### src/core/uad_pkg.sv
// Constants shared by the address-detect and pin wake-up qualifier.
// Assumes a single 25 MHz clock and an AXI4-Lite master on the register side.
package uad_pkg;

   // ----------------------------------------------------------------
   // Register map (byte addresses)
   // ----------------------------------------------------------------
   localparam int ADDR_W = 8;
   localparam logic [ADDR_W-1:0] CTRL_OFFS = 8'h00; // Control word
   localparam logic [ADDR_W-1:0] STAT_OFFS = 8'h04; // Status word
   localparam logic [ADDR_W-1:0] DATA_OFFS = 8'h08; // Received word

   // ----------------------------------------------------------------
   // Control field positions
   // ----------------------------------------------------------------
   localparam int CTRL_W = 10;
   localparam int CB_ADDR_EN = 0;  // address_match_enable
   localparam int CB_NINE = 1;     // nine_bit_select
   localparam int CB_PARITY = 2;   // parity_on
   localparam int CB_WAKE = 3;     // pin_wake_enable
   localparam int CB_PORT = 4;     // port_enable
   localparam int CB_RXON = 5;     // receiver_on
   localparam int CB_RXIRQ = 6;    // rx_irq_unmask
   localparam int CB_UARTIRQ = 7;  // uart_irq_unmask
   localparam int CB_MFIRQ = 8;    // multi_function_irq_unmask
   localparam int CB_GLOBIRQ = 9;  // global_irq_unmask
   localparam logic [CTRL_W-1:0] CTRL_RST = 10'h000;

   // ----------------------------------------------------------------
   // Status field positions
   // ----------------------------------------------------------------
   localparam int SB_FLAG = 0;     // rx_word_available_flag
   localparam int SB_PW_LO = 1;    // Power state, two bits

   // ----------------------------------------------------------------
   // Received word
   // ----------------------------------------------------------------
   localparam int WORD_W = 9;
   localparam logic [WORD_W-1:0] DATA_RST = 9'h000;

   // ----------------------------------------------------------------
   // Timing
   // ----------------------------------------------------------------
   localparam int CLK_PERIOD_NS = 40;
   localparam int STARTUP_NS = 1000; // Clock start-up after a wake-up
   localparam int STARTUP_CYC = (STARTUP_NS + CLK_PERIOD_NS - 1) / CLK_PERIOD_NS;
   localparam int CNT_W = 8;
   localparam logic [CNT_W-1:0] STARTUP_CNT = CNT_W'(STARTUP_CYC);
   localparam logic [CNT_W-1:0] CNT_RST = 8'h00;

   // ----------------------------------------------------------------
   // Bus responses
   // ----------------------------------------------------------------
   localparam logic [1:0] RESP_OKAY = 2'h0;
   localparam logic [1:0] RESP_DECERR = 2'h3;

   // Power states
   typedef enum logic [1:0] {
      PW_RUN = 2'b00,   // UART clock running
      PW_OFF = 2'b01,   // UART clock gated off
      PW_START = 2'b10  // Start-up interval after a pin wake-up
   } uad_pw_e;

endpackage : uad_pkg

### src/core/uad_addr_wake.sv
// Address-detect receive interrupt qualifier and pin wake-up logic of a UART.
// Assumes the receiver delivers words on aclk, the power logic drives
// uart_clk_on on aclk, and the serial pin is asynchronous.
`timescale 1ns/1ps

// Summary of operation
// - Address mode: interrupt only when top bit set
// - Top bit is ninth or eighth by length
// - Top bit one marks an address word
// - Address mode off: interrupt on every word
// - Address interrupt needs all three masks open
// - Clock off pauses transmission, resumes later
// - Clock off suspends reception, resumes later
// - Power-down keeps the control register unless written
// - Enabled falling pin edge raises wake interrupt
// - Pin data ignored during start-up interval
// - Closed masks: wake only, no interrupt
// - Wake interrupt only after start-up elapsed
// - No own flags for address or wake
// - Word flag set on data, cleared status-data
module uad_addr_wake
   import uad_pkg::*;
(
   // Clock and reset
   input wire logic aclk,
   input wire logic aresetn,
   // AXI4-Lite write address
   input wire logic [ADDR_W-1:0] s_axi_awaddr,
   input wire logic s_axi_awvalid,
   output logic s_axi_awready,
   // AXI4-Lite write data
   input wire logic [31:0] s_axi_wdata,
   input wire logic [3:0] s_axi_wstrb,
   input wire logic s_axi_wvalid,
   output logic s_axi_wready,
   // AXI4-Lite write response
   output logic [1:0] s_axi_bresp,
   output logic s_axi_bvalid,
   input wire logic s_axi_bready,
   // AXI4-Lite read address
   input wire logic [ADDR_W-1:0] s_axi_araddr,
   input wire logic s_axi_arvalid,
   output logic s_axi_arready,
   // AXI4-Lite read data
   output logic [31:0] s_axi_rdata,
   output logic [1:0] s_axi_rresp,
   output logic s_axi_rvalid,
   input wire logic s_axi_rready,
   // Receiver word delivery
   input wire logic rx_word_valid,
   input wire logic [WORD_W-1:0] rx_word,
   // Power control and serial pin
   input wire logic uart_clk_on,
   input wire logic shared_serial_pin,
   // Outputs to interrupt, power and transfer logic
   output logic uart_irq,
   output logic wake_event,
   output logic xfer_run,
   output logic rx_ignore,
   output logic rx_is_address,
   output logic cfg_nine_bit,
   output logic cfg_parity_on
);

   // ----------------------------------------------------------------
   // State
   // ----------------------------------------------------------------
   typedef struct packed {
      logic awready;               // Write address ready
      logic wready;                // Write data ready
      logic aw_got;                // Write address held
      logic w_got;                 // Write data held
      logic [ADDR_W-1:0] waddr;    // Held write address
      logic [31:0] wdata;          // Held write data
      logic [3:0] wstrb;           // Held byte strobes
      logic bvalid;                // Write response pending
      logic [1:0] bresp;           // Write response code
      logic arready;               // Read address ready
      logic rvalid;                // Read data pending
      logic [31:0] rdata;          // Read data
      logic [1:0] rresp;           // Read response code
      logic [CTRL_W-1:0] ctrl;     // Control register
      logic [WORD_W-1:0] data;     // Last accepted word
      logic flag;                  // Word available
      logic seen;                  // Status read since last data read
      logic is_addr;               // Last word was an address
      logic pin_s1;                // Pin synchroniser, first stage
      logic pin_s2;                // Pin synchroniser, second stage
      logic pin_s3;                // Delayed copy for edge detection
      uad_pw_e pw;                 // Power state
      logic [CNT_W-1:0] cnt;       // Start-up countdown
      logic irq;                   // Interrupt request pulse
      logic wake;                  // Wake event pulse
      logic run;                   // Transfers may advance
      logic ignore;                // Receiver input blocked
   } uad_state_s;

   uad_state_s s_q;  // Registered state
   uad_state_s s_d;  // Next state

   // Helpers shared with the checks
   logic masks_ok;   // All three upstream masks open
   logic wake_armed; // Wake-up enables all set
   logic pin_fall;   // Synchronised falling edge on the pin
   logic rx_accept;  // Receiver word taken this cycle
   logic top_bit;    // Qualifying top bit of the incoming word
   logic wr_do;      // Register write performed this cycle
   logic rd_data;    // Data register read this cycle

   // ----------------------------------------------------------------
   // Combinational helpers
   // ----------------------------------------------------------------
   // Qualifier terms from the control register, received word, pin and bus
   always_comb begin
      masks_ok = s_q.ctrl[CB_UARTIRQ] & s_q.ctrl[CB_MFIRQ] & s_q.ctrl[CB_GLOBIRQ];
      wake_armed = s_q.ctrl[CB_WAKE] & s_q.ctrl[CB_PORT] & s_q.ctrl[CB_RXON]
                   & s_q.ctrl[CB_RXIRQ];
      pin_fall = s_q.pin_s3 & ~s_q.pin_s2;
      top_bit = s_q.ctrl[CB_NINE] ? rx_word[8] : rx_word[7];
      rx_accept = rx_word_valid & s_q.ctrl[CB_RXON] & (s_q.pw != PW_START);
      rd_data = s_q.arready & s_axi_arvalid & (s_axi_araddr == DATA_OFFS);
   end

   // ----------------------------------------------------------------
   // Next-state logic
   // ----------------------------------------------------------------
   always_comb begin
      s_d = s_q;
      wr_do = 1'b0;
      s_d.irq = 1'b0;
      s_d.wake = 1'b0;

      // Pin synchroniser, clock-independent of the UART clock gate
      s_d.pin_s1 = shared_serial_pin;
      s_d.pin_s2 = s_q.pin_s1;
      s_d.pin_s3 = s_q.pin_s2;

      // Write response retires
      if (s_q.bvalid && s_axi_bready) begin
         s_d.bvalid = 1'b0;
      end
      // Write address taken
      if (s_q.awready && s_axi_awvalid) begin
         s_d.aw_got = 1'b1;
         s_d.waddr = s_axi_awaddr;
      end
      // Write data taken
      if (s_q.wready && s_axi_wvalid) begin
         s_d.w_got = 1'b1;
         s_d.wdata = s_axi_wdata;
         s_d.wstrb = s_axi_wstrb;
      end
      // Both halves held: perform the write; only the bus changes the control register
      if (s_d.aw_got && s_d.w_got && !s_d.bvalid) begin
         wr_do = 1'b1;
         s_d.aw_got = 1'b0;
         s_d.w_got = 1'b0;
         s_d.bvalid = 1'b1;
         s_d.bresp = RESP_OKAY;
         if (s_d.waddr == CTRL_OFFS) begin
            if (s_d.wstrb[0]) begin
               s_d.ctrl[7:0] = s_d.wdata[7:0];
            end
            if (s_d.wstrb[1]) begin
               s_d.ctrl[CTRL_W-1:8] = s_d.wdata[CTRL_W-1:8];
            end
         end else if ((s_d.waddr != STAT_OFFS) && (s_d.waddr != DATA_OFFS)) begin
            s_d.bresp = RESP_DECERR; // Unmapped address
         end
      end

      // Read data retires
      if (s_q.rvalid && s_axi_rready) begin
         s_d.rvalid = 1'b0;
      end
      // Read address taken and decoded
      if (s_q.arready && s_axi_arvalid) begin
         s_d.rvalid = 1'b1;
         s_d.rresp = RESP_OKAY;
         s_d.rdata = 32'h0000_0000;
         case (s_axi_araddr)
            CTRL_OFFS: begin
               s_d.rdata[CTRL_W-1:0] = s_q.ctrl;
            end
            STAT_OFFS: begin
               // Status access arms the flag clear
               s_d.rdata[SB_FLAG] = s_q.flag;
               s_d.rdata[SB_PW_LO+1:SB_PW_LO] = s_q.pw;
               s_d.seen = 1'b1;
            end
            DATA_OFFS: begin
               // Data read after a status access clears the flag
               s_d.rdata[WORD_W-1:0] = s_q.data;
               if (s_q.seen) begin
                  s_d.flag = 1'b0;
                  s_d.seen = 1'b0;
               end
            end
            default: begin
               s_d.rresp = RESP_DECERR; // Unmapped address
            end
         endcase
      end

      // Receiver word; placed after the clear so that setting wins
      if (rx_accept) begin
         s_d.data = rx_word;
         s_d.flag = 1'b1;
         s_d.is_addr = top_bit;
         // Qualified interrupt, no flag of its own
         if (s_q.ctrl[CB_RXIRQ] && masks_ok
             && (!s_q.ctrl[CB_ADDR_EN] || top_bit)) begin
            s_d.irq = 1'b1;
         end
      end

      // Power state machine
      case (s_q.pw)
         PW_RUN: begin
            // Clock gated: enter power-down
            if (!uart_clk_on) begin
               s_d.pw = PW_OFF;
            end
         end
         PW_OFF: begin
            // Falling edge with wake enabled starts the start-up interval
            if (wake_armed && pin_fall) begin
               s_d.wake = 1'b1;
               s_d.pw = PW_START;
               s_d.cnt = STARTUP_CNT;
            end else if (uart_clk_on) begin
               s_d.pw = PW_RUN;
            end
         end
         PW_START: begin
            // Interrupt only once the interval has run out
            if (s_q.cnt == 8'h01) begin
               s_d.pw = PW_RUN;
               s_d.irq = masks_ok;
            end else begin
               s_d.cnt = s_q.cnt - 8'h01;
            end
         end
         default: begin
            s_d.pw = PW_RUN;
         end
      endcase

      // Transfers advance only with the clock on; progress is held outside
      s_d.run = uart_clk_on & s_q.ctrl[CB_PORT];
      s_d.ignore = (s_d.pw == PW_START);

      // Bus readies follow the held halves
      s_d.awready = !s_d.aw_got && !s_d.bvalid;
      s_d.wready = !s_d.w_got && !s_d.bvalid;
      s_d.arready = !s_d.rvalid;
   end

   // ----------------------------------------------------------------
   // State register
   // ----------------------------------------------------------------
   always_ff @(posedge aclk) begin
      if (!aresetn) begin
         s_q <= '{awready: 1'b0, wready: 1'b0, aw_got: 1'b0, w_got: 1'b0,
                  waddr: 8'h00, wdata: 32'h0000_0000, wstrb: 4'h0,
                  bvalid: 1'b0, bresp: RESP_OKAY, arready: 1'b0,
                  rvalid: 1'b0, rdata: 32'h0000_0000, rresp: RESP_OKAY,
                  ctrl: CTRL_RST, data: DATA_RST, flag: 1'b0, seen: 1'b0,
                  is_addr: 1'b0, pin_s1: 1'b1, pin_s2: 1'b1, pin_s3: 1'b1,
                  pw: PW_RUN, cnt: CNT_RST, irq: 1'b0, wake: 1'b0,
                  run: 1'b0, ignore: 1'b0};
      end else begin
         s_q <= s_d;
      end
   end

   // ----------------------------------------------------------------
   // Outputs, each straight from a flip-flop
   // ----------------------------------------------------------------
   assign s_axi_awready = s_q.awready;
   assign s_axi_wready = s_q.wready;
   assign s_axi_bvalid = s_q.bvalid;
   assign s_axi_bresp = s_q.bresp;
   assign s_axi_arready = s_q.arready;
   assign s_axi_rvalid = s_q.rvalid;
   assign s_axi_rdata = s_q.rdata;
   assign s_axi_rresp = s_q.rresp;
   assign uart_irq = s_q.irq;
   assign wake_event = s_q.wake;
   assign xfer_run = s_q.run;
   assign rx_ignore = s_q.ignore;
   assign rx_is_address = s_q.is_addr;
   assign cfg_nine_bit = s_q.ctrl[CB_NINE];
   assign cfg_parity_on = s_q.ctrl[CB_PARITY];
endmodule : uad_addr_wake

### config.mk
export PLATFORM = sky130hd
export DESIGN_NAME = uad_addr_wake
export DESIGN_NICKNAME = d
export VERILOG_FILES = /design/src/core/uad_pkg.sv /design/src/core/uad_addr_wake.sv
export SDC_FILE = /design/constraint.sdc
export NUM_CORES = 1
export LEC_CHECK = 0
export BUFFER_PORTS_ARGS = -buffer_cell sky130_fd_sc_hd__buf_4
export CAP_MARGIN = 10
export CORE_MARGIN = 3
export CORE_UTILIZATION = 50
export DETAILED_ROUTE_END_ITERATION = 10
export GPL_TIMING_DRIVEN = 0
export HOLD_SLACK_MARGIN = 0.03
export PLACE_DENSITY_LB_ADDON = 0.05
export SYNTH_ARGS = -nofsm -noshare
export SYNTH_HDL_FRONTEND = slang
export SYNTH_SLANG_ARGS = --single-unit
### constraint.sdc
create_clock -name aclk -period 2 [get_ports aclk]
set_input_delay 0.1 -clock aclk [delete_from_list [all_inputs] [get_ports aclk]]
set_output_delay 0.1 -clock aclk [all_outputs]
set_load 0.01 [all_outputs]
==> results.json <==
{
  "top_register": "s_q",
  "htreeDepth": 3,
  "num_io_pins": 119,
  "cp-end-kind": "flop",
  "nFillCells": 597,
  "slew_headroom": 0.602,
  "async_flop_share": 0,
  "viasPerCell": 4.89,
  "most-common-layout-cells": "buf_4, dfxtp_1, nand2_1, a21boi_0, conb_1",
  "layout-drive-gt1-share": 0.284,
  "cp_data_arrival_time_ns": 2.18,
  "path_max_fanout": 8,
  "cpLargestDelayFamily": "buffers and inverters",
  "grt_pass1_wl_mm": 13.3,
  "insertion_delay_ns": 0.35,
  "die_h_um": 90.1,
  "syn_area_um2": 3540,
  "cp_slowest_cell": "dlygate4sd3_1",
  "timing_hold_violations_final": 0,
  "tightest_slew_ns": 0.598,
  "grt_antenna_before_repair": 0,
  "synth_largest_area_cell": "dfxtp_1",
  "ys_warn_count": 0,
  "synth_top_area_share": 0.441,
  "ys_types": 52,
  "numCtsBuffers": 9,
  "cts_tree": "built",
  "grt_max_degree": 12,
  "cp_num_buf_inv": 3,
  "synth_top_cells_by_area": "dfxtp_1, buf_4, nand2_1, a21boi_0, mux2_4",
  "finalCritPeriodShare": 0.974,
  "fin_tns_setup_ns": 0,
  "max_stage_delay_ns": 0.54,
  "min_path_type": "in -> reg",
  "antennaDiodeCount": 0,
  "maxSlewViolCount": 0,
  "gp_congestion": 0.785,
  "io_buffers": 71,
  "clock.fmax_mhz": 513,
  "die-area_um2": 8130,
  "initial_utilization": 0.518,
  "synth-main-ff-cell": "dfxtp_1",
  "seq_area_frac_synth": 0.441,
  "rr_worst_depth": 5,
  "syn_inst": 384,
  "worstPathCellList": "dlygate4sd3_1 -> buf_4 -> nor4_1 -> nand3_1 -> a2111o_1 -> buf_6 -> mux2_4",
  "dp_hpwl_mm": 5.88,
  "die_x_um": 90.1,
  "coreArea_um2": 6830,
  "finalSetupViolations": 0,
  "skew_ns": 0.00516,
  "fin_crit_ns": 1.95,
  "row_count": 30,
  "first_iter_violations": 176,
  "clk_pin_slew_worst_paths_ns": 0.07,
  "ys_ff_latch": 78,
  "layout_commonest_cell": "buf_4",
  "root_buffer": "clkbuf_8",
  "crit_cells": 7,
  "powerDensity_nw_per_um2": 637,
  "vias": 2968,
  "gr-usage-all-layers": 0.203,
  "drc": 0,
  "wire_per_inst_um": 13.1,
  "status": "finished, final reports clean",
  "clockBufferDepth": 2,
  "grt_pass1_vias": 2855,
  "area_growth_syn_to_layout_pct": 30.9,
  "avgSynthCellArea_um2": 9.22,
  "crit_type": "in -> reg",
  "post_cts_buffers": 0,
  "p_leak_nw": 1.97,
  "largest_reg_flops": 52,
  "fin_util": 0.678,
  "nets": 580,
  "required_ns": 2.24,
  "cts_sinks": 78,
  "rsz0062_at_grt": "false",
  "gr-total-overflow": 0,
  "synth_edf_count": 0,
  "irDropWorstVdd_uv": 391,
  "cap_violations": 0,
  "antenna_left": 0,
  "min_delay_path_depth": 3,
  "routed_wl_mm": 7.96,
  "cp-start-kind": "input pin",
  "firstDrtPassIters": 4
}
worst reg2reg max path, stage by stage, from the launching register on:
cell      delay (ns)
dfxtp_1         0.32
nor4_2          0.29
nand3_1         0.22
a2111o_1        0.47
buf_6           0.16
mux2_4          0.30
path summary, 6_finish.rpt:
| check | endpoint | slack, ns | start |
|---|---|---|---|
| worst max-delay path | s_q[35] | 0.05 | s_axi_awaddr[7] |
| worst min-delay path | s_q[117] | 0.05 | s_axi_awaddr[3] |
| worst max register to register | s_q[35] | 0.13 | s_q[121] |
| worst min register to register | s_d[14] | 0.42 | s_d[15] |
metal layers:
metal,part of all wire,up-vias,track usage,wire length (um)
li1,-,1513,-,-
met1,0.43,1358,0.250,3440
met5,0,-,0,0
met3,0.059,11,0.0494,470
met2,0.49,86,0.336,3930
met4,0.016,0,0.0867,125
report_power, final:
| group | switching, mW | internal, mW |
|---|---|---|
| combinational | 0.180 | 0.197 |
| sequential | 0.0231 | 1.59 |
| clock | 0.517 | 0.442 |
| total | 0.721 | 2.23 |
cells in the mapped netlist, types with 2 or more instances:
master / count
nor2_1: 18
mux2_4: 7
mux2_2: 2
nor2b_1: 9
and3_1: 4
inv_1: 6
nand4_1: 2
nor4_1: 2
and2_1: 10
dfxtp_1: 78
nor4_4: 2
clkbuf_1: 13
nor3_1: 3
o21a_1: 2
nand3_1: 14
xor2_1: 3
buf_4: 36
mux2i_1: 9
buf_2: 2
nor4_2: 2
nand2_2: 2
a31oi_1: 2
nor3b_1: 2
o2bb2ai_1: 3
a21boi_0: 28
nand2b_1: 8
nand2_1: 57
or4_4: 2
o21ai_0: 4
a21oi_1: 17
a22oi_1: 10
xnor2_1: 2
ha_1: 2
a211oi_1: 3
cell type report:
cell class	instances	area (um2)	share of cell area
sequential	78	1560	0.337
inverter	6	22.5	0.00486
buffer	52	340	0.0735
multi-input combinational	269	1710	0.368
tap	96	120	0.0259
clock buffer	13	139	0.0300
clock inverter	2	10.0	0.00216
timing repair buffer	91	733	0.158
stage by stage:
| stage | cell area, um2 | hold WS [ns] | worst slack, ns | power, mW | std cells |
|---|---|---|---|---|---|
| after global placement | 4270 | 0.284 | 0.195 | 1.99 | 572 |
| after global routing | 4630 | 0.0591 | 0.00943 | 3.10 | 607 |
| final | 4630 | 0.0523 | 0.0523 | 2.95 | 607 |
| after detailed placement | 4270 | 0.289 | 0.171 | 1.99 | 572 |
| after CTS | 4620 | 0.0326 | 0.113 | 2.98 | 607 |
| after floorplan | 3620 | 0.201 | 0.241 | 1.85 | 405 |
kinds of logic (layout without fill, tap and decap cells):
kind of cell / count (synthesis) / in the layout / share of synthesized area
AO/OA/AOI/OAI: 78 / 78 / 0.156
XOR/XNOR: 5 / 5 / 0.0124
adder cells (fa/ha/maj): 2 / 2 / 0.00707
buffers and inverters: 58 / 164 / 0.103
flip-flops: 78 / 78 / 0.441
multiplexers: 18 / 18 / 0.0615
other: 1 / 22 / 0.00106
AND/OR/NAND/NOR: 144 / 144 / 0.218
timing repair:
item | 4_1_cts | 5_1_grt
gates resized for setup | 0 | 1
endpoints found under the hold margin | 21 | 0
hold buffers | 20 | 0
setup endpoints to repair | 0 | 9
Power figures use the tool's default switching activity.
